`src/pkg/i2csr_defs.vh`:
```
// Constants for the serial status, buffer and interrupt register block
`ifndef I2CSR_DEFS_VH
`define I2CSR_DEFS_VH

// Register byte offsets
`define I2CSR_OFF_STATUS 6'h00
`define I2CSR_OFF_RXBUF 6'h04
`define I2CSR_OFF_TXBUF 6'h08
`define I2CSR_OFF_TADDR 6'h0c
`define I2CSR_OFF_EVT_EN 6'h10
`define I2CSR_OFF_IE2 6'h14
`define I2CSR_OFF_SHARED_IRQ_FLAG_TWO 6'h18
`define I2CSR_OFF_IE1 6'h1c

// Bus status field positions
`define I2CSR_ST_ARB 0
`define I2CSR_ST_STT 1
`define I2CSR_ST_STP 2
`define I2CSR_ST_NACK 3
`define I2CSR_ST_BUSY 4
`define I2CSR_ST_GC 5
`define I2CSR_ST_SCLLOW 6
`define I2CSR_ST_UNUSED 7
// Software-clearable event flags in the status register
`define I2CSR_ST_EVT_MASK 8'h2f
// Event enables live in the low nibble
`define I2CSR_EVT_EN_MASK 8'h0f

// Shared flag / enable fields
`define I2CSR_TX_BIT 3
`define I2CSR_RX_BIT 2

// Target address layout
`define I2CSR_TADDR_MSB 9
`define I2CSR_TADDR7_MSB 6
`define I2CSR_TADDR_MASK 16'h03ff
// Upper address byte keeps only bits 9 and 8
`define I2CSR_TADDR_HI_MASK 8'h03

// Reset values
`define I2CSR_RST_STATUS 8'h00
`define I2CSR_RST_EVT_EN 8'h00
`define I2CSR_RST_IE 8'h00
`define I2CSR_RST_TXFLAG 1'b1
`define I2CSR_RST_RXFLAG 1'b0
`define I2CSR_RST_BYTE 8'h00
`define I2CSR_RST_TADDR 16'h0000

`endif

```
`src/rtl/i2csr_regs.v`:
```
// Status, data buffer, target address and interrupt registers of the link
//
// Decided for this implementation: register access over Avalon-MM and the register addresses.
`timescale 1ns/1ps
`default_nettype none
`include "i2csr_defs.vh"

module i2csr_regs (
  input wire ref_clk,
  input wire rstn,
  // Avalon-MM slave
  input wire [5:0] avs_address,
  input wire avs_read,
  input wire avs_write,
  input wire [31:0] avs_writedata,
  input wire [3:0] avs_byteenable,
  output wire [31:0] avs_readdata,
  output wire avs_waitrequest,
  // Bus engine events, same clock
  input wire rx_char_valid,
  input wire [7:0] rx_char_data,
  input wire tx_load,
  input wire start_det,
  input wire stop_det,
  input wire nack_det,
  input wire arb_lost_det,
  input wire gen_call_det,
  input wire master_mode,
  input wire addr_10bit,
  // Flags of the second instance
  input wire inst1_transmit_flag,
  input wire inst1_receive_flag,
  // Clock line pin level
  input wire scl_in,
  // Engine side outputs
  output wire [7:0] tx_data,
  output wire tx_pending,
  output wire [9:0] target_addr_out,
  output wire target_addr_valid,
  output wire irq
);

  ////////////////////////////////////////////////////////////////////////////
  // Declarations

  reg wait_r;
  reg [31:0] rdata_r;
  reg [7:0] status_r;
  reg [7:0] status_nxt;
  reg [7:0] rxbuf_r;
  reg [7:0] txbuf_r;
  reg tx_full_r;
  reg [15:0] taddr_r;
  reg [7:0] evt_en_r;
  reg [7:0] ie2_r;
  reg [7:0] ie1_r;
  reg tx_flag_r;
  reg rx_flag_r;
  reg [9:0] taddr_out_r;
  reg taddr_valid_r;
  reg irq_r;
  reg [31:0] rdata_nxt;
  reg irq_nxt;

  wire scl_sync;
  wire acc_go;
  wire wr_go;
  wire rd_go;
  wire [7:0] wbyte0;
  wire [7:0] wbyte1;
  wire [7:0] shared_irq_flag_two_view;
  wire [7:0] ie1_flags;

  ////////////////////////////////////////////////////////////////////////////
  // Helpers

  // Matches a byte address against a register offset
  function hit;
    input [5:0] addr;
    input [5:0] off;
    begin
      hit = (addr == off);
    end
  endfunction

  // Write-one-to-clear with hardware set winning over the clear
  function [7:0] w1c_set;
    input [7:0] cur;
    input [7:0] clr;
    input [7:0] set;
    begin
      w1c_set = (cur & ~clr) | set;
    end
  endfunction

  ////////////////////////////////////////////////////////////////////////////
  // Pin synchroniser

  i2csr_sync #(
    .WIDTH(1)
  ) u_scl_sync (
    .ref_clk(ref_clk),
    .rstn(rstn),
    .async_in(scl_in),
    .sync_out(scl_sync)
  );

  ////////////////////////////////////////////////////////////////////////////
  // Bus handshake
  // One wait cycle per access: decode on the first edge, act on the second,
  // so a write and its side effects land exactly when waitrequest is low.

  assign acc_go = (avs_read | avs_write) & ~wait_r;
  assign wr_go = avs_write & ~wait_r;
  assign rd_go = avs_read & ~wait_r;
  assign wbyte0 = avs_byteenable[0] ? avs_writedata[7:0] : 8'h00;
  assign wbyte1 = avs_byteenable[1] ? avs_writedata[15:8] : 8'h00;

  always @(posedge ref_clk or negedge rstn) begin
    if (!rstn) begin
      wait_r <= 1'b1;
    end else if (acc_go) begin
      wait_r <= 1'b1;
    end else if (avs_read | avs_write) begin
      wait_r <= 1'b0;
    end
  end

  assign shared_irq_flag_two_view = {4'h0, tx_flag_r, rx_flag_r, 2'b00};
  assign ie1_flags = {4'h0, inst1_transmit_flag, inst1_receive_flag, 2'b00};

  always @* begin
    rdata_nxt = 32'h0000_0000;
    if (hit(avs_address, `I2CSR_OFF_STATUS)) begin
      rdata_nxt[7:0] = status_r;
    end else if (hit(avs_address, `I2CSR_OFF_RXBUF)) begin
      rdata_nxt[7:0] = rxbuf_r;
    end else if (hit(avs_address, `I2CSR_OFF_TXBUF)) begin
      rdata_nxt[7:0] = txbuf_r;
    end else if (hit(avs_address, `I2CSR_OFF_TADDR)) begin
      rdata_nxt[15:0] = taddr_r;
    end else if (hit(avs_address, `I2CSR_OFF_EVT_EN)) begin
      rdata_nxt[7:0] = evt_en_r;
    end else if (hit(avs_address, `I2CSR_OFF_IE2)) begin
      rdata_nxt[7:0] = ie2_r;
    end else if (hit(avs_address, `I2CSR_OFF_SHARED_IRQ_FLAG_TWO)) begin
      rdata_nxt[7:0] = shared_irq_flag_two_view;
    end else if (hit(avs_address, `I2CSR_OFF_IE1)) begin
      rdata_nxt[7:0] = ie1_r;
    end
  end

  // Unmapped reads return zero; data is latched before waitrequest drops
  always @(posedge ref_clk or negedge rstn) begin
    if (!rstn) begin
      rdata_r <= 32'h0000_0000;
    end else if (avs_read & wait_r) begin
      rdata_r <= rdata_nxt;
    end
  end

  ////////////////////////////////////////////////////////////////////////////
  // Bus status flags

  always @* begin
    status_nxt = status_r;
    if (wr_go && hit(avs_address, `I2CSR_OFF_STATUS)) begin
      status_nxt = w1c_set(status_r, wbyte0 & `I2CSR_ST_EVT_MASK, 8'h00);
    end
    // Clears by bus conditions come first so that a new event still sets
    if (stop_det) begin
      status_nxt[`I2CSR_ST_STT] = 1'b0;
      status_nxt[`I2CSR_ST_BUSY] = 1'b0;
    end
    if (start_det) begin
      status_nxt[`I2CSR_ST_STP] = 1'b0;
      status_nxt[`I2CSR_ST_NACK] = 1'b0;
      status_nxt[`I2CSR_ST_GC] = 1'b0;
      status_nxt[`I2CSR_ST_STT] = 1'b1;
      status_nxt[`I2CSR_ST_BUSY] = 1'b1;
    end
    if (stop_det) begin
      status_nxt[`I2CSR_ST_STP] = 1'b1;
    end
    if (nack_det) begin
      status_nxt[`I2CSR_ST_NACK] = 1'b1;
    end
    if (gen_call_det) begin
      status_nxt[`I2CSR_ST_GC] = 1'b1;
    end
    if (arb_lost_det) begin
      status_nxt[`I2CSR_ST_ARB] = 1'b1;
    end
    status_nxt[`I2CSR_ST_SCLLOW] = ~scl_sync;
    status_nxt[`I2CSR_ST_UNUSED] = 1'b0;
  end

  always @(posedge ref_clk or negedge rstn) begin
    if (!rstn) begin
      status_r <= `I2CSR_RST_STATUS;
    end else begin
      status_r <= status_nxt;
    end
  end

  ////////////////////////////////////////////////////////////////////////////
  // Receive path

  always @(posedge ref_clk or negedge rstn) begin
    if (!rstn) begin
      rxbuf_r <= `I2CSR_RST_BYTE;
    end else if (rx_char_valid) begin
      rxbuf_r <= rx_char_data;
    end
  end

  // A character landing in the read cycle keeps the flag set
  always @(posedge ref_clk or negedge rstn) begin
    if (!rstn) begin
      rx_flag_r <= `I2CSR_RST_RXFLAG;
    end else if (rx_char_valid) begin
      rx_flag_r <= 1'b1;
    end else if (rd_go && hit(avs_address, `I2CSR_OFF_RXBUF)) begin
      rx_flag_r <= 1'b0;
    end else if (wr_go && hit(avs_address, `I2CSR_OFF_SHARED_IRQ_FLAG_TWO) &&
                 wbyte0[`I2CSR_RX_BIT]) begin
      rx_flag_r <= 1'b0;
    end
  end

  ////////////////////////////////////////////////////////////////////////////
  // Transmit path

  wire tx_wr;
  assign tx_wr = wr_go & hit(avs_address, `I2CSR_OFF_TXBUF) &
                 avs_byteenable[0];

  always @(posedge ref_clk or negedge rstn) begin
    if (!rstn) begin
      txbuf_r <= `I2CSR_RST_BYTE;
      tx_full_r <= 1'b0;
    end else if (tx_wr) begin
      txbuf_r <= avs_writedata[7:0];
      tx_full_r <= 1'b1;
    end else if (tx_load) begin
      tx_full_r <= 1'b0;
    end
  end

  // Write beats a simultaneous load: the buffer is full again afterwards
  always @(posedge ref_clk or negedge rstn) begin
    if (!rstn) begin
      tx_flag_r <= `I2CSR_RST_TXFLAG;
    end else if (tx_wr) begin
      tx_flag_r <= 1'b0;
    end else if (tx_load) begin
      tx_flag_r <= 1'b1;
    end else if (wr_go && hit(avs_address, `I2CSR_OFF_SHARED_IRQ_FLAG_TWO) &&
                 wbyte0[`I2CSR_TX_BIT]) begin
      tx_flag_r <= 1'b0;
    end
  end

  ////////////////////////////////////////////////////////////////////////////
  // Configuration registers

  always @(posedge ref_clk or negedge rstn) begin
    if (!rstn) begin
      taddr_r <= `I2CSR_RST_TADDR;
      evt_en_r <= `I2CSR_RST_EVT_EN;
      ie2_r <= `I2CSR_RST_IE;
      ie1_r <= `I2CSR_RST_IE;
    end else if (wr_go) begin
      if (hit(avs_address, `I2CSR_OFF_TADDR)) begin
        if (avs_byteenable[0]) begin
          taddr_r[7:0] <= wbyte0;
        end
        if (avs_byteenable[1]) begin
          taddr_r[15:8] <= wbyte1 & `I2CSR_TADDR_HI_MASK;
        end
      end
      if (hit(avs_address, `I2CSR_OFF_EVT_EN) && avs_byteenable[0]) begin
        evt_en_r <= wbyte0 & `I2CSR_EVT_EN_MASK;
      end
      if (hit(avs_address, `I2CSR_OFF_IE2) && avs_byteenable[0]) begin
        ie2_r <= wbyte0;
      end
      if (hit(avs_address, `I2CSR_OFF_IE1) && avs_byteenable[0]) begin
        ie1_r <= wbyte0;
      end
    end
  end

  ////////////////////////////////////////////////////////////////////////////
  // Target address presented to the bus engine

  always @(posedge ref_clk or negedge rstn) begin
    if (!rstn) begin
      taddr_out_r <= 10'h000;
      taddr_valid_r <= 1'b0;
    end else if (!master_mode) begin
      taddr_out_r <= 10'h000;
      taddr_valid_r <= 1'b0;
    end else if (addr_10bit) begin
      taddr_out_r <= taddr_r[`I2CSR_TADDR_MSB:0];
      taddr_valid_r <= 1'b1;
    end else begin
      taddr_out_r <= {3'b000, taddr_r[`I2CSR_TADDR7_MSB:0]};
      taddr_valid_r <= 1'b1;
    end
  end

  ////////////////////////////////////////////////////////////////////////////
  // Interrupt
  // Level output, recomputed every cycle; one cycle behind the flags

  always @* begin
    irq_nxt = 1'b0;
    if (|(status_r & evt_en_r & `I2CSR_EVT_EN_MASK)) begin
      irq_nxt = 1'b1;
    end
    if (tx_flag_r & ie2_r[`I2CSR_TX_BIT]) begin
      irq_nxt = 1'b1;
    end
    if (rx_flag_r & ie2_r[`I2CSR_RX_BIT]) begin
      irq_nxt = 1'b1;
    end
    if (|(ie1_flags & ie1_r)) begin
      irq_nxt = 1'b1;
    end
  end

  always @(posedge ref_clk or negedge rstn) begin
    if (!rstn) begin
      irq_r <= 1'b0;
    end else begin
      irq_r <= irq_nxt;
    end
  end

  ////////////////////////////////////////////////////////////////////////////
  // Outputs

  assign avs_readdata = rdata_r;
  assign avs_waitrequest = wait_r;
  assign tx_data = txbuf_r;
  assign tx_pending = tx_full_r;
  assign target_addr_out = taddr_out_r;
  assign target_addr_valid = taddr_valid_r;
  assign irq = irq_r;

endmodule // i2csr_regs

`default_nettype wire

```
`src/rtl/i2csr_sync.v`:
```
// Two-flop synchroniser for pin-level inputs
`timescale 1ns/1ps
`default_nettype none

module i2csr_sync #(
  parameter WIDTH = 1
) (
  input wire ref_clk,
  input wire rstn,
  input wire [WIDTH-1:0] async_in,
  output wire [WIDTH-1:0] sync_out
);

  reg [WIDTH-1:0] meta_r;
  reg [WIDTH-1:0] sync_r;

  // First stage feeds only the second stage
  // Resets to the idle high level of a pulled-up line: no false low
  always @(posedge ref_clk or negedge rstn) begin
    if (!rstn) begin
      meta_r <= {WIDTH{1'b1}};
      sync_r <= {WIDTH{1'b1}};
    end else begin
      meta_r <= async_in;
      sync_r <= meta_r;
    end
  end

  assign sync_out = sync_r;

endmodule // i2csr_sync

`default_nettype wire
```
`config.mk`:
```
export PLATFORM = sky130hd
export DESIGN_NAME = i2csr_regs
export DESIGN_NICKNAME = d
export VERILOG_FILES = /design/src/rtl/i2csr_regs.v /design/src/rtl/i2csr_sync.v
export VERILOG_INCLUDE_DIRS = /design/src /design/src/pkg
export SDC_FILE = /design/constraint.sdc
export NUM_CORES = 1
export LEC_CHECK = 0
export ABC_AREA = 1
export CAP_MARGIN = 40
export CORE_MARGIN = 4
export CORE_UTILIZATION = 50
export DETAILED_ROUTE_END_ITERATION = 6
export DONT_BUFFER_PORTS = 1
export PLACE_DENSITY = 0.77
export SLEW_MARGIN = 30
export SYNTH_ARGS = -nofsm -noshare
export SYNTH_HDL_FRONTEND = slang
export SYNTH_SLANG_ARGS = --single-unit
```
`constraint.sdc`:
```
create_clock -name ref_clk -period 2.97 [get_ports ref_clk]
set_clock_uncertainty 0.15 [all_clocks]
set_input_delay 0.1485 -clock ref_clk [delete_from_list [all_inputs] [get_ports ref_clk]]
set_output_delay 0.1485 -clock ref_clk [all_outputs]
set_load 0.05 [all_outputs]
```
Yosys cells after proc, flatten, opt, wreduce, memory -nomap -nowiden
Cells that the tools add are included.
{"block": "word_totals", "reg_bits": 87, "out_inout_bits": 54, "word_cells": 106}
{"block": "classes", "eq_ne": 7, "n_mux": 38, "bitwise": 15, "reduce_logical": 24}
{"op": "$mux W8", "count": 11}
{"op": "$eq A6 B5 Y1 const B", "count": 4}
{"op": "$mux W1", "count": 21}
{"op": "$mux W10", "count": 2}
{"op": "$reduce_bool A3 Y1", "count": 5}
{"op": "$eq A6 B4 Y1 const B", "count": 2}
{"op": "$and A1 B1 Y1", "count": 8}
{"op": "$and A4 B8 Y8", "count": 1}
{"op": "$logic_and A1 B1 Y1", "count": 8}
{"op": "$reduce_or A8 Y1", "count": 1}
{"op": "$and A6 B6 Y6", "count": 1}
{"op": "$eq A6 B3 Y1 const B", "count": 1}
{"op": "$logic_not A6 Y1", "count": 1}
{"op": "$mux W6", "count": 1}
{"op": "$not A6 Y6", "count": 1}
{"op": "$reduce_and A2 Y1", "count": 3}
{"op": "$reduce_and A3 Y1", "count": 2}
{"op": "$reduce_bool A2 Y1", "count": 3}
{"op": "$mux W5", "count": 1}
{"op": "$and A4 B4 Y4", "count": 1}
{"op": "$mux W2", "count": 2}
{"op": "$reduce_or A4 Y1", "count": 1}
{"op": "$not A1 Y1", "count": 2}
{"op": "$or A1 B1 Y1", "count": 1}

Logic depth before layout (Yosys ltp)
{"block": "depth", "ltp_word": 9, "mapped_depth": 10, "mapped_depth_nobuf": 10}

By module
Synthesis repeated with hierarchy kept, for this count alone.
{"block": "unflattened", "cells_unflattened": 438, "area_unflattened_um2": 3733.6}
{"module": "i2csr_regs", "instances": 1, "cells_per_inst": 436, "area_per_inst_um2": 3681.0, "seq_area_each_um2": 1979.4}
{"module": "i2csr_sync", "instances": 1, "cells_per_inst": 2, "area_per_inst_um2": 52.6, "seq_area_each_um2": 52.6}

Worst setup path after synthesis
OpenSTA, ideal clock, no wires.
{"block": "synth_timing", "kind": "register -> register", "start": "register wait_r (netlist: avs_waitrequest)", "end": "register taddr_r[6]", "t_arrival_ns": 1.446, "required_ns": 2.744, "path_slack_ns": 1.298, "stages_incl_launch_ff": 8, "synth_period_minus_slack_ns": 1.672, "path_cell_list": "dfstp_2 > nor2_2 > nand2_2 > inv_2 > nand2_2 > buf_2 > nand2_1 > o21ai_1"}
{"block": "synth_between", "elab_chain_len": 3}
{"item": "from (decl)", "line_no": "i2csr_regs.v:46", "text": "reg wait_r;"}
{"item": "from (signal assigned)", "line_no": "i2csr_regs.v:121", "text": "wait_r <= 1'b1;"}
{"item": "from (signal assigned)", "line_no": "i2csr_regs.v:123", "text": "wait_r <= 1'b1;"}
{"item": "from (signal assigned)", "line_no": "i2csr_regs.v:125", "text": "wait_r <= 1'b0;"}
{"item": "$not A1 Y1", "line_no": "i2csr_regs.v:114", "text": "assign wr_go = avs_write & ~wait_r;"}
{"item": "$and A1 B1 Y1", "line_no": "i2csr_regs.v:114"}
{"item": "$reduce_and A3 Y1 (no source line)"}
{"item": "to (signal assigned)", "line_no": "i2csr_regs.v:269", "text": "taddr_r <= `I2CSR_RST_TADDR;"}
{"item": "to (signal assigned)", "line_no": "i2csr_regs.v:276", "text": "taddr_r[7:0] <= wbyte0;"}
{"item": "to (decl)", "line_no": "i2csr_regs.v:53", "text": "reg [15:0] taddr_r;"}
Every way passes these cells.
A chain may end at the register's enable or synchronous reset.

Worst setup path in the final report
{"block": "layout_timing", "start": "register wait_r (netlist: avs_waitrequest)", "end": "register txbuf_r[7] (netlist: tx_data[7])"}
{"block": "layout_between", "elab_chain_len": 4}
{"item": "$not A1 Y1", "line_no": "i2csr_regs.v:114"}
{"item": "$and A1 B1 Y1", "line_no": "i2csr_regs.v:114"}
{"item": "$and A1 B1 Y1 (2 in series)", "line_no": "i2csr_regs.v:235", "text": "assign tx_wr = wr_go & hit(avs_address, `I2CSR_OFF_TXBUF) &"}
{"item": "to (signal assigned)", "line_no": "i2csr_regs.v:240", "text": "txbuf_r <= `I2CSR_RST_BYTE;"}
{"item": "to (signal assigned)", "line_no": "i2csr_regs.v:243", "text": "txbuf_r <= avs_writedata[7:0];"}
{"item": "to (decl)", "line_no": "i2csr_regs.v:51", "text": "reg [7:0] txbuf_r;"}
Every way passes these cells.

==> results.json <==
{
  "status": "completed",
  "clk_latency_ns": 0.36,
  "utilization_pct": 60.45,
  "fp.coreArea_sq_um": 7331,
  "drtIter0Drc": 289,
  "drc_errors": 0,
  "antenna_found_initial": 1,
  "place_ws_ns": 1.066,
  "hold_slack_ns": 0.03311,
  "max-cap-violations": 0,
  "finalCritPeriodShare_pct": 89.30,
  "dieArea_sq_um": 9073,
  "num_io_pins": 120,
  "hp-class": "in -> reg",
  "critPathRequiredTime_ns": 3.07,
  "vias": 3004,
  "die_x_microns": 95.25,
  "die_h_microns": 95.25,
  "cts_setup_buffers": 0,
  "track_usage_pct": 21.02,
  "synth.distinct_cells": 38,
  "r2r_slack_ns": 0.32,
  "cts_tree": "done",
  "seqCellArea_sq_um": 2032,
  "rr_startpoint": "avs_waitrequest$_DFFE_PN1P_",
  "syn_area_sq_um": 3806,
  "grt_pass1_vias": 2893,
  "reg2reg_depth": 7,
  "drive_gt1_share_pct": 13.77,
  "area_growth_pct": 16.44,
  "path_clk_slew_ns": 0.08,
  "fin_crit_ns": 2.652,
  "tns_ns": 0,
  "nets": 533,
  "max_freq_mhz": 377.1,
  "holdPathStages": 4,
  "rsz0062_at_grt": "false",
  "holdBufCountCts": 43,
  "synth.yosys.warnings": 0,
  "final_common_cell": "nand2_1",
  "postSynthAreaPerCell_sq_um": 8.977,
  "synth_xor_area_share_pct": 0.2301,
  "synth_top_family_by_area": "simple AND/OR/NAND/NOR gates",
  "clock-sinks": 81,
  "whs_endpoint": "status_r[0]$_DFFE_PN0P_",
  "grt_max_degree": 82,
  "ir_drop_v": 0.0004997,
  "hold_viol": 0,
  "start_kind": "flip-flop",
  "max_slew_margin_pct": 59.98,
  "crit_type": "reg -> reg",
  "syn_inst": 424,
  "timing.final.ws_setup_ns": 0.3179,
  "reg2reg_to": "tx_data[7]$_DFFE_PN0P_",
  "dpl-instance-area_sq_um": 3776,
  "drtAntennaViolNets": 0,
  "initial_core_util_pct": 51.92,
  "synth_fa_ha_area_share_pct": 0,
  "finalSetupViolCount": 0,
  "cts_buffers": 9,
  "p_per_area_nw_per_um2": 609.5,
  "cp_max_fo": 8,
  "synth-seq-cells": 81,
  "stdcell_area_sq_um": 4432,
  "gp_congestion": 0.9559,
  "grt_pass1_wl_microns": 14180,
  "synth-compound-area-share_pct": 11.93,
  "wl_per_cell_microns": 15.82,
  "htreeDepth": 3,
  "drv_slew": 0,
  "vias_per_cell": 5.252,
  "port_buffers": 0,
  "clk_path_buf_depth": 2,
  "globalRoute.totalOverflow": 0,
  "routed_wl_microns": 9051,
  "rows": 31,
  "synth_mux_area_share_pct": 0.5917,
  "root_buffer": "clkbuf_8",
  "n_fill_cell": 606,
  "worstPathArrival_ns": 2.75,
  "cts_resized": 0,
  "tightest_slew_ns": 0.5988,
  "multiInputGateArea_sq_um": 1421,
  "yosysSeqAreaShare_pct": 53.39,
  "hpwl_microns": 6281,
  "synth-simple-area-share_pct": 22.42,
  "first_pass_iters": 5,
  "min_from": "avs_address[0]",
  "mostFrequentLayoutCells": "nand2_1, dfrtp_1, inv_1",
  "endpoint_kind": "flip-flop",
  "p_leak_nw": 2.208
}
cells in the mapped netlist, drive strengths merged:
library cell	count	share of area, %
o31ai	6	1.2
nand2	122	13
o2111ai	1	0.23
xnor2	1	0.23
mux2	2	0.59
nand3	20	3.0
nor3b	1	0.20
nand4	7	1.7
conb	1	0.099
a31o	2	0.46
o21ai	45	7.1
buf	29	5.8
a21oi	15	2.0
o21bai	1	0.20
a22o	1	0.23
dfstp	4	2.8
o211ai	2	0.39
nor2	23	3.9
clkbuf	3	0.30
dfrtp	77	51
inv	53	5.2
or2	4	0.66
nor3	3	0.39
o22ai	1	0.16
report_power, final:
part           total (W)  switching [W]  internal (W)  leakage, nW
combinational   0.000389       0.000250      0.000139         1.06
clock           0.000819       0.000407      0.000412       0.0985
sequential       0.00149       0.000280       0.00121         1.05
kinds of logic after synthesis:
kind of cell | after synthesis
simple gates | 180
buf+inv | 85
flops | 81
compound gates | 74
mux | 2
xor+xnor | 1
other cells | 1
critical path, stage by stage, from the launching register on:
cell,delay [ns]
dfstp_2,0.75
nor2_2,0.09
nand2_2,0.20
nor2_2,0.10
nand2_1,0.08
dlygate4sd3_1,0.56
o21ai_0,0.07
dlygate4sd3_1,0.55
cell type report:
cell class	count	area share [%]
inverters	53	4.489
multi-input cells	279	32.07
flip-flops and latches	81	45.85
diodes	1	0.05647
repair buffers	43	10.11
clock inverters	6	1.525
well taps	99	2.795
clock buffers	10	3.106
worst max-delay path by stage:
stage                                        to  slack [ns]                         from
floorplan                taddr_r[6]$_DFFE_PN0P_        1.30  avs_waitrequest$_DFFE_PN1P_
global placement        evt_en_r[2]$_DFFE_PN0P_        1.09  avs_waitrequest$_DFFE_PN1P_
detailed placement  avs_readdata[5]$_DFFE_PN0P_        1.07  avs_waitrequest$_DFFE_PN1P_
CTS                      tx_data[7]$_DFFE_PN0P_        0.38  avs_waitrequest$_DFFE_PN1P_
global route             tx_data[7]$_DFFE_PN0P_        0.24  avs_waitrequest$_DFFE_PN1P_
finish                   tx_data[7]$_DFFE_PN0P_        0.32  avs_waitrequest$_DFFE_PN1P_
stage by stage:
stage	cells	total power [W]
final	572	0.002701
after global routing	572	0.002820
after CTS	571	0.002718
after detailed placement	512	0.001824
after global placement	512	0.001813
after floorplan	445	0.001778
state kept, by name (all words and copies together) (netlist names), 4 cells and up:
register	count
tx_data	8
target_addr_out	10
status_r	7
ie2_r	8
avs_readdata	10
taddr_r	10
evt_en_r	4
ie1_r	8
rxbuf_r	8
metal layers:
metal | global-route usage, % | up-vias | wire length (microns)
met5 | 0 | - | 0
met4 | 9.135 | 0 | 296
met3 | 7.340 | 33 | 862
met2 | 33.99 | 152 | 4410
met1 | 25.37 | 1414 | 3481
li1 | - | 1405 | -
Power figures use the tool's default switching activity.
